File: config.mk
export PLATFORM = sky130hd
export DESIGN_NAME = pmc_cmd_core
export DESIGN_NICKNAME = d
export VERILOG_FILES = /design/src/verilog/pmc_pkg.sv /design/src/verilog/pmc_cmd_core.sv
export SDC_FILE = /design/constraint.sdc
export NUM_CORES = 1
export LEC_CHECK = 0
export BUFFER_PORTS_ARGS = -buffer_cell sky130_fd_sc_hd__buf_4
export CELL_PAD_IN_SITES_DETAIL_PLACEMENT = 2
export CELL_PAD_IN_SITES_GLOBAL_PLACEMENT = 2
export CORE_MARGIN = 4
export CORE_UTILIZATION = 38
export CTS_CLUSTER_SIZE = 14
export DETAILED_ROUTE_END_ITERATION = 7
export GPL_TIMING_DRIVEN = 0
export HOLD_SLACK_MARGIN = 0.06
export MAX_ROUTING_LAYER = met4
export PLACE_DENSITY_LB_ADDON = 0.1
export SLEW_MARGIN = 40
export SYNTH_ARGS = -nofsm -noshare
export SYNTH_HDL_FRONTEND = slang
export SYNTH_SLANG_ARGS = --single-unit
export TNS_END_PERCENT = 1
File: constraint.sdc
create_clock -name ref_clk_i -period 3.7 [get_ports ref_clk_i]
set_input_delay 0.74 -clock ref_clk_i [delete_from_list [all_inputs] [get_ports ref_clk_i]]
set_output_delay 0.74 -clock ref_clk_i [all_outputs]
set_load 0.02 [all_outputs]
File: src/verilog/pmc_pkg.sv
// Package: command codes, encodings, limits and reset values
`default_nettype none
package pmc_pkg;

  // Command codes seen on the command port
  localparam logic [7:0] PMC_CMD_OPERATION = 8'h01;
  localparam logic [7:0] PMC_CMD_ON_OFF_CFG = 8'h02;
  localparam logic [7:0] PMC_CMD_STORE_DEFAULTS = 8'h11;
  localparam logic [7:0] PMC_CMD_VOUT_SET = 8'h21;
  localparam logic [7:0] PMC_CMD_MARGIN_HIGH = 8'h25;
  localparam logic [7:0] PMC_CMD_MARGIN_LOW = 8'h26;
  localparam logic [7:0] PMC_CMD_INP_ON_TH = 8'h35;
  localparam logic [7:0] PMC_CMD_INP_OFF_TH = 8'h36;
  localparam logic [7:0] PMC_CMD_START_DLY = 8'h60;
  localparam logic [7:0] PMC_CMD_RAMP_TIME = 8'h61;
  localparam logic [7:0] PMC_CMD_MEAS_INP_V = 8'h88;
  localparam logic [7:0] PMC_CMD_MEAS_OUT_V = 8'h8B;
  localparam logic [7:0] PMC_CMD_MEAS_OUT_I = 8'h8C;
  localparam logic [7:0] PMC_CMD_VOUT_OFS_TRIM = 8'hD4;
  localparam logic [7:0] PMC_CMD_VIN_OFS_TRIM = 8'hD5;
  localparam logic [7:0] PMC_CMD_VIN_GAIN_TRIM = 8'hD6;
  localparam logic [7:0] PMC_CMD_IOUT_OFS_TRIM = 8'hD7;
  localparam logic [7:0] PMC_CMD_IOUT_GAIN_TRIM = 8'hD8;

  // Linear word fields
  localparam int PMC_EXP_MSB = 15;
  localparam int PMC_EXP_LSB = 11;
  localparam int PMC_MANT_SIGN = 10;
  localparam logic [4:0] PMC_EXP_M1 = 5'h1F;
  localparam logic [4:0] PMC_EXP_M3 = 5'h1D;
  localparam logic [4:0] PMC_EXP_M4 = 5'h1C;

  // Legal ranges in mantissa units
  localparam logic [10:0] PMC_VIN_MIN = 11'h100;
  localparam logic [10:0] PMC_VIN_MAX = 11'h170;
  localparam logic [10:0] PMC_DELAY_MIN = 11'h014;
  localparam logic [10:0] PMC_RISE_MIN = 11'h01E;
  localparam logic [10:0] PMC_TIME_MAX = 11'h3E8;
  localparam logic [15:0] PMC_VOUT_MIN = 16'h819A;
  localparam logic [15:0] PMC_VOUT_MAX = 16'hD333;
  localparam logic [10:0] PMC_IOUT_BLANK = 11'h01B;
  localparam logic [10:0] PMC_MANT_MAX = 11'h3FF;
  localparam int PMC_GAIN_SHIFT = 13;

  // Operation byte fields and margin codes
  localparam int PMC_OP_ON = 7;
  localparam int PMC_OP_MRG_MSB = 5;
  localparam int PMC_OP_MRG_LSB = 2;
  localparam logic [1:0] PMC_MRG_OFF_HI = 2'h0;
  localparam logic [3:0] PMC_MRG_LOW = 4'h6;
  localparam logic [3:0] PMC_MRG_HIGH = 4'hA;

  // Reset values
  localparam logic [7:0] PMC_OP_RESET = 8'h80;
  localparam logic [1:0] PMC_CFG_RESET = 2'h3;
  localparam int PMC_IMG_W = 112;

  typedef enum logic [0:0] {
    PMC_ST_LOAD = 1'b0,
    PMC_ST_RUN = 1'b1
  } pmc_state_t;

endpackage : pmc_pkg

`default_nettype wire

File: src/verilog/pmc_cmd_core.sv
// Command-value logic of the power module management interface
//
// Overview of operation
// - Output-voltage words: unsigned mantissa, exponent minus twelve
// - Other words: 5-bit exponent, 11-bit mantissa
// - Operation bit 7 enables the output
// - On/off config: bits 3,2 writable, bits 4,1,0 ones, rest zeros
// - Command-response bit gates operation enable bit
// - Power-up mode needs pin and operation
// - Pin-required bit needs on/off pin asserted
// - Input thresholds 32 to 46 V, 0.125 steps
// - Input thresholds: exponent minus three, sign zero
// - Turn-on delay 10 to 500 ms
// - Rise time 15 to 500 ms
// - Time words: exponent minus one, sign zero
// - Set point 8.10 to 13.20 V
// - Operation bits 5:2 select margin state
// - Margin values used only when margining selected
// - Store command copies settings to non-volatile image
// - Output voltage read adds signed offset trim
// - Input voltage read: gain/8192 plus offset
// - Current read exponent minus four, 1.6875 A blanking
// - Sinking current reads as zero
// - Current read: gain/8192 plus offset
`timescale 1ns/10ps
`default_nettype none

module pmc_cmd_core #(
  parameter logic signed [15:0] VOUT_OFFSET_TRIM = 16'h0000,
  parameter logic signed [10:0] VIN_OFFSET_TRIM = 11'h000,
  parameter logic [15:0] VIN_GAIN_TRIM = 16'h2000,
  parameter logic signed [10:0] IOUT_OFFSET_TRIM = 11'h000,
  parameter logic [15:0] IOUT_GAIN_TRIM = 16'h2000
) (
  input wire logic ref_clk_i,
  input wire logic rstn_i,
  input wire logic req_valid_i,
  input wire logic req_write_i,
  input wire logic [7:0] req_code_i,
  input wire logic [15:0] req_wdata_i,
  output logic resp_valid_o,
  output logic [15:0] resp_rdata_o,
  output logic resp_bad_cmd_o,
  output logic resp_bad_data_o,
  input wire logic onoff_pin_i,
  input wire logic [15:0] vout_adc_i,
  input wire logic [10:0] vin_adc_i,
  input wire logic signed [10:0] iout_adc_i,
  input wire logic [pmc_pkg::PMC_IMG_W-1:0] nvm_image_i,
  output logic nvm_store_o,
  output logic [pmc_pkg::PMC_IMG_W-1:0] nvm_image_o,
  output logic output_enable_o,
  output logic [15:0] vout_target_o
);
  import pmc_pkg::*;

  ////////////////////////////////////////////////////////////////////////////
  // State

  typedef struct packed {
    pmc_state_t st;
    logic [7:0] op;
    logic [1:0] cfg;
    logic [15:0] thr_on;
    logic [15:0] thr_off;
    logic [15:0] start_dly;
    logic [15:0] ramp_time;
    logic [15:0] vout_set;
    logic [15:0] mrg_high;
    logic [15:0] mrg_low;
    logic resp_valid;
    logic [15:0] resp_data;
    logic bad_cmd;
    logic bad_data;
    logic store;
    logic [PMC_IMG_W-1:0] image;
    logic out_en;
    logic [15:0] target;
    logic [15:0] rd_vout;
    logic [15:0] rd_vin;
    logic [15:0] rd_iout;
  } pmc_core_t;

  pmc_core_t s_r;
  pmc_core_t s_nxt;

  function automatic logic pmc_lin_ok(input logic [15:0] w,
                                      input logic [4:0] e,
                                      input logic [10:0] lo,
                                      input logic [10:0] hi);
    logic ok;
    ok = (w[PMC_EXP_MSB:PMC_EXP_LSB] == e) && !w[PMC_MANT_SIGN];
    ok = ok && (w[10:0] >= lo) && (w[10:0] <= hi);
    return ok;
  endfunction : pmc_lin_ok

  ////////////////////////////////////////////////////////////////////////////
  // Next state

  always_comb begin
    logic [PMC_IMG_W-1:0] img;
    logic cmd_ok;
    logic pin_ok;
    logic signed [17:0] vout_sum;
    logic [26:0] vin_prod;
    logic signed [15:0] vin_sum;
    logic [26:0] iout_prod;
    logic signed [15:0] iout_sum;
    logic [10:0] iout_m;
    logic wr;
    logic rd;
    logic [3:0] mrg;
    img = '0;
    cmd_ok = 1'b0;
    pin_ok = 1'b0;
    vout_sum = '0;
    vin_prod = '0;
    vin_sum = '0;
    iout_prod = '0;
    iout_sum = '0;
    iout_m = '0;
    mrg = req_wdata_i[PMC_OP_MRG_MSB:PMC_OP_MRG_LSB];
    wr = req_valid_i && req_write_i && (s_r.st == PMC_ST_RUN);
    rd = req_valid_i && !req_write_i && (s_r.st == PMC_ST_RUN);
    s_nxt = s_r;
    s_nxt.resp_valid = 1'b0;
    s_nxt.bad_cmd = 1'b0;
    s_nxt.bad_data = 1'b0;
    s_nxt.store = 1'b0;

    unique case (s_r.st)
      PMC_ST_LOAD: begin
        // Stored defaults taken once after reset release
        s_nxt.thr_on = nvm_image_i[111:96];
        s_nxt.thr_off = nvm_image_i[95:80];
        s_nxt.start_dly = nvm_image_i[79:64];
        s_nxt.ramp_time = nvm_image_i[63:48];
        s_nxt.vout_set = nvm_image_i[47:32];
        s_nxt.mrg_high = nvm_image_i[31:16];
        s_nxt.mrg_low = nvm_image_i[15:0];
        s_nxt.st = PMC_ST_RUN;
      end
      PMC_ST_RUN: begin
        s_nxt.st = PMC_ST_RUN;
      end
    endcase

    if (wr) begin
      s_nxt.resp_valid = 1'b1;
      s_nxt.resp_data = '0;
      unique case (req_code_i)
        PMC_CMD_OPERATION: begin
          if (mrg[3:2] == PMC_MRG_OFF_HI || mrg == PMC_MRG_LOW ||
              mrg == PMC_MRG_HIGH) begin
            s_nxt.op = req_wdata_i[7:0];
          end else begin
            s_nxt.bad_data = 1'b1;
          end
        end
        PMC_CMD_ON_OFF_CFG: s_nxt.cfg = req_wdata_i[3:2];
        PMC_CMD_INP_ON_TH: begin
          if (pmc_lin_ok(req_wdata_i, PMC_EXP_M3, PMC_VIN_MIN, PMC_VIN_MAX))
            s_nxt.thr_on = req_wdata_i;
          else
            s_nxt.bad_data = 1'b1;
        end
        PMC_CMD_INP_OFF_TH: begin
          if (pmc_lin_ok(req_wdata_i, PMC_EXP_M3, PMC_VIN_MIN, PMC_VIN_MAX))
            s_nxt.thr_off = req_wdata_i;
          else
            s_nxt.bad_data = 1'b1;
        end
        PMC_CMD_START_DLY: begin
          if (pmc_lin_ok(req_wdata_i, PMC_EXP_M1, PMC_DELAY_MIN,
                         PMC_TIME_MAX))
            s_nxt.start_dly = req_wdata_i;
          else
            s_nxt.bad_data = 1'b1;
        end
        PMC_CMD_RAMP_TIME: begin
          if (pmc_lin_ok(req_wdata_i, PMC_EXP_M1, PMC_RISE_MIN,
                         PMC_TIME_MAX))
            s_nxt.ramp_time = req_wdata_i;
          else
            s_nxt.bad_data = 1'b1;
        end
        PMC_CMD_VOUT_SET, PMC_CMD_MARGIN_HIGH, PMC_CMD_MARGIN_LOW: begin
          if (req_wdata_i < PMC_VOUT_MIN || req_wdata_i > PMC_VOUT_MAX)
            s_nxt.bad_data = 1'b1;
          else if (req_code_i == PMC_CMD_VOUT_SET)
            s_nxt.vout_set = req_wdata_i;
          else if (req_code_i == PMC_CMD_MARGIN_HIGH)
            s_nxt.mrg_high = req_wdata_i;
          else
            s_nxt.mrg_low = req_wdata_i;
        end
        PMC_CMD_STORE_DEFAULTS: begin
          s_nxt.store = 1'b1;
          s_nxt.image = {s_r.thr_on, s_r.thr_off, s_r.start_dly,
                         s_r.ramp_time, s_r.vout_set, s_r.mrg_high,
                         s_r.mrg_low};
        end
        default: s_nxt.bad_cmd = 1'b1;
      endcase
    end else if (rd) begin
      s_nxt.resp_valid = 1'b1;
      unique case (req_code_i)
        PMC_CMD_OPERATION: s_nxt.resp_data = {8'h00, s_r.op};
        PMC_CMD_ON_OFF_CFG:
          s_nxt.resp_data = {11'h000, 1'b1, s_r.cfg, 2'h3};
        PMC_CMD_INP_ON_TH: s_nxt.resp_data = s_r.thr_on;
        PMC_CMD_INP_OFF_TH: s_nxt.resp_data = s_r.thr_off;
        PMC_CMD_START_DLY: s_nxt.resp_data = s_r.start_dly;
        PMC_CMD_RAMP_TIME: s_nxt.resp_data = s_r.ramp_time;
        PMC_CMD_VOUT_SET: s_nxt.resp_data = s_r.vout_set;
        PMC_CMD_MARGIN_HIGH: s_nxt.resp_data = s_r.mrg_high;
        PMC_CMD_MARGIN_LOW: s_nxt.resp_data = s_r.mrg_low;
        PMC_CMD_MEAS_OUT_V: s_nxt.resp_data = s_r.rd_vout;
        PMC_CMD_MEAS_INP_V: s_nxt.resp_data = s_r.rd_vin;
        PMC_CMD_MEAS_OUT_I: s_nxt.resp_data = s_r.rd_iout;
        PMC_CMD_VOUT_OFS_TRIM: s_nxt.resp_data = VOUT_OFFSET_TRIM;
        PMC_CMD_VIN_OFS_TRIM:
          s_nxt.resp_data = {PMC_EXP_M3, VIN_OFFSET_TRIM};
        PMC_CMD_VIN_GAIN_TRIM: s_nxt.resp_data = VIN_GAIN_TRIM;
        PMC_CMD_IOUT_OFS_TRIM:
          s_nxt.resp_data = {PMC_EXP_M4, IOUT_OFFSET_TRIM};
        PMC_CMD_IOUT_GAIN_TRIM: s_nxt.resp_data = IOUT_GAIN_TRIM;
        default: begin
          s_nxt.resp_data = '0;
          s_nxt.bad_cmd = 1'b1;
        end
      endcase
    end

    // Start permission from pin and operation byte
    cmd_ok = !s_r.cfg[1] || s_r.op[PMC_OP_ON];
    pin_ok = !s_r.cfg[0] || onoff_pin_i;
    s_nxt.out_en = (s_r.st == PMC_ST_RUN) && cmd_ok && pin_ok;

    // Voltage target follows margin selection
    if (s_r.op[PMC_OP_MRG_MSB:PMC_OP_MRG_LSB] == PMC_MRG_HIGH)
      s_nxt.target = s_r.mrg_high;
    else if (s_r.op[PMC_OP_MRG_MSB:PMC_OP_MRG_LSB] == PMC_MRG_LOW)
      s_nxt.target = s_r.mrg_low;
    else
      s_nxt.target = s_r.vout_set;

    // Output voltage readback
    vout_sum = $signed({2'b00, vout_adc_i}) + 18'(VOUT_OFFSET_TRIM);
    if (vout_sum < 0)
      s_nxt.rd_vout = 16'h0000;
    else if (vout_sum > $signed({2'b00, 16'hFFFF}))
      s_nxt.rd_vout = 16'hFFFF;
    else
      s_nxt.rd_vout = vout_sum[15:0];

    // Input voltage readback
    vin_prod = 27'(vin_adc_i) * 27'(VIN_GAIN_TRIM);
    vin_sum = $signed({2'b00, vin_prod[26:PMC_GAIN_SHIFT]}) +
              16'(VIN_OFFSET_TRIM);
    if (vin_sum < 0)
      s_nxt.rd_vin = {PMC_EXP_M3, 11'h000};
    else if (vin_sum > $signed({5'h00, PMC_MANT_MAX}))
      s_nxt.rd_vin = {PMC_EXP_M3, PMC_MANT_MAX};
    else
      s_nxt.rd_vin = {PMC_EXP_M3, vin_sum[10:0]};

    // Output current readback
    iout_prod = 27'(iout_adc_i[9:0]) * 27'(IOUT_GAIN_TRIM);
    iout_sum = $signed({2'b00, iout_prod[26:PMC_GAIN_SHIFT]}) +
               16'(IOUT_OFFSET_TRIM);
    if (iout_adc_i[PMC_MANT_SIGN] || iout_sum < 0)
      iout_m = 11'h000;
    else if (iout_sum > $signed({5'h00, PMC_MANT_MAX}))
      iout_m = PMC_MANT_MAX;
    else
      iout_m = iout_sum[10:0];
    if (iout_m < PMC_IOUT_BLANK)
      iout_m = 11'h000;
    s_nxt.rd_iout = {PMC_EXP_M4, iout_m};
    img = s_nxt.image;
    s_nxt.image = img;
  end

  ////////////////////////////////////////////////////////////////////////////
  // Registers

  always_ff @(posedge ref_clk_i or negedge rstn_i) begin
    if (!rstn_i) begin
      s_r <= '0;
      s_r.st <= PMC_ST_LOAD;
      s_r.op <= PMC_OP_RESET;
      s_r.cfg <= PMC_CFG_RESET;
    end else begin
      s_r <= s_nxt;
    end
  end

  assign resp_valid_o = s_r.resp_valid;
  assign resp_rdata_o = s_r.resp_data;
  assign resp_bad_cmd_o = s_r.bad_cmd;
  assign resp_bad_data_o = s_r.bad_data;
  assign nvm_store_o = s_r.store;
  assign nvm_image_o = s_r.image;
  assign output_enable_o = s_r.out_en;
  assign vout_target_o = s_r.target;
endmodule : pmc_cmd_core

`default_nettype wire

==> reports/metrics.cfg <==
[run_status]
status=complete, no violations

[global_route]
grt_pass1_vias=13872
grt_pass1_wl_mm=95.5
grt_usage_pct=31.7
grt_max_degree=65
grt.overflow.total=0
antenna_found_initial=4

[power_and_ir_drop]
peakVddDrop_mv=0.335
p_total_mw=8.23
leakage_nw=9.71
power_density_mw_per_mm2=423

[place]
port_buffers=323
gp_congestion=0.879
dp_hpwl_mm=49.7
dp.cells=2189

[synth]
yosysWarnings=0
netlist_area_mm2=0.0150
ys_async_sr_fraction_pct=100
synthesis.nets=1518
synth_flop_cell=dfrtp_1
seq_area_frac_synth_pct=51.6
synthCells=1339
synth_edf_count=0
avgSynthCellArea_um2=11.2
ys_seq_elements=309
synth_cell_type_count=65

[clocking]
ctsHoldBuffers=0
ctsResizeCount=0
clk_latency_ns=0.54
post-cts-setup-buffers=0
cts_inserted_buffers=35
tritoncts=built
root_buffer=clkbuf_16
clockBufferDepth=3
clk_pin_slew_ns=0.06
h-tree-depth=2
clock_sinks=309

[detailed_routing]
viasPerCell=5.49
antenna_left=0
vias=12370
drcViolationCount=0
wire_per_inst_um=29.4
first_pass_iters=5
routed_wl_mm=66.3
drt_iter0_drc=723

[floorplan]
rows=72
die-area_mm2=0.0427
io_pins=328
fp.dieW_um=207
start_util_pct=38.6
core_area_mm2=0.0388
die_h_um=207

[worst_setup_path]
critPathLaunchType=input pin
end_kind=register
r2r_slack_ns=0.82
worstReg2RegEnd=s_r[280]
r2r-start=s_r[30]
cp_max_fo=10
worst_r2r_path_depth=8
cp.required_ns=4.07
crit_type=in2reg
arrival_ns=3.78

[sta]
fin_skew_ns=0.0177
hold_viol_final=0
fmax_mhz=293
timing.slew.headroom_pct=40.6
min_period_ns=3.41
setup_violations=0
rsz0062_at_grt=false
finalCritPeriodShare_pct=92.2
hold_slack_ns=0.146
worst-slew-pin-transition_ns=0.891
drv_slew=0

[final_layout]
nets=1887
final_core_util_pct=50.1
mostFrequentLayoutCells=buf_4 (469), dfrtp_1 (306), mux2i_1 (131)
instances_no_fill=2252
regArea_mm2=0.00774
multiInputGateArea_mm2=0.00584
drive_above_1_share_pct=41.0
layout_commonest_cell=buf_4
area_delta_synth_final_pct=29.8
fillers=3948

[min_path]
hold_class=in2async

[run]
maxCapViolCount=0

==> routing by layer <==
metal  wire, um  part of all wire, %  track usage [%]
met4       2180                  3.3             10.1
met1      28100                   42             40.6
met3       4320                  6.5             6.91
met2      31600                   48             50.4
met5          0                    0                -
==> cells in the mapped netlist (all sizes together), types with 17 or more instances <==
master | instances | area (um2)
a21oi | 78 | 390
a22o | 17 | 149
a22oi | 31 | 233
buf | 163 | 1170
clkbuf | 69 | 259
dfrtp | 306 | 7660
mux2 | 125 | 1410
mux2i | 131 | 1310
nand2 | 61 | 229
nand3 | 22 | 110
nor2 | 99 | 372
nor2b | 29 | 181
o21ai | 49 | 245
==> through the flow <==
stage	area, um2	setup slack (ns)	TNS, ns
after floorplan	15000	0.989	0
after global placement	18100	-1.02	-304.58
after detailed placement	18300	-0.256	-6.17
after CTS	19400	0.278	0
after global routing	19500	0.126	0
final	19500	0.287	0
==> how the worst max path moves through the flow <==
stage,start,to,depth (start not counted)
after global placement,rstn_i,nvm_image_o[35],1
after global routing,req_code_i[0],s_r[240],10
after floorplan,req_code_i[3],s_r[311],4
final,req_code_i[0],s_r[240],10
after CTS,req_code_i[0],resp_rdata_o[7],10
after detailed placement,req_code_i[0],resp_rdata_o[7],10
==> cell families (layout without fill, tap and decap cells) <==
| family | Yosys count | in the layout | synth area share [%] |
|---|---|---|---|
| other | 2 | 6 | 0.0501 |
| buffers and inverters | 240 | 631 | 9.76 |
| multiplexers | 256 | 256 | 18.1 |
| AO/OA/AOI/OAI | 245 | 245 | 10.8 |
| AND/OR/NAND/NOR | 286 | 286 | 9.63 |
| flip-flops | 309 | 309 | 51.6 |
| adder cells (fa/ha/maj) | 1 | 1 | 0.0668 |
==> cell type report <==
cell class                      instances  area share, %
Timing Repair Buffer                  332           13.3
Buffer                                232           7.47
Clock buffer                           55           5.62
Inverter                                8          0.154
Sequential cell                       309           39.8
Clock inverter                          4          0.244
Multi-Input combinational cell        790           30.0
Antenna cell                            4         0.0514
Tap cell                              518           3.33
==> critical path, cell delays in order <==
cell	delay, ns
buf_4	0.09
clkbuf_1	0.40
nor2b_1	0.52
clkbuf_1	0.71
nand2_1	0.10
nor2_1	0.25
nand3_1	0.20
clkbuf_1	0.41
nor2_1	0.25
a21oi_1	0.09
==> sequential cells by signal, summed over array words and instances, names as in the netlist <==
register / cells
resp_bad_data_o: 1
nvm_store_o: 1
resp_bad_cmd_o: 1
nvm_image_o: 112
resp_rdata_o: 16
vout_target_o: 16
resp_valid_o: 1
s_r: 160
output_enable_o: 1
==> power breakdown <==
group	internal [mW]	switching, mW
Combinational	0.423	0.521
Clock	2.09	1.43
Sequential	3.56	0.208
Total	6.08	2.16
No activity file was read; power rests on OpenSTA's default activity.
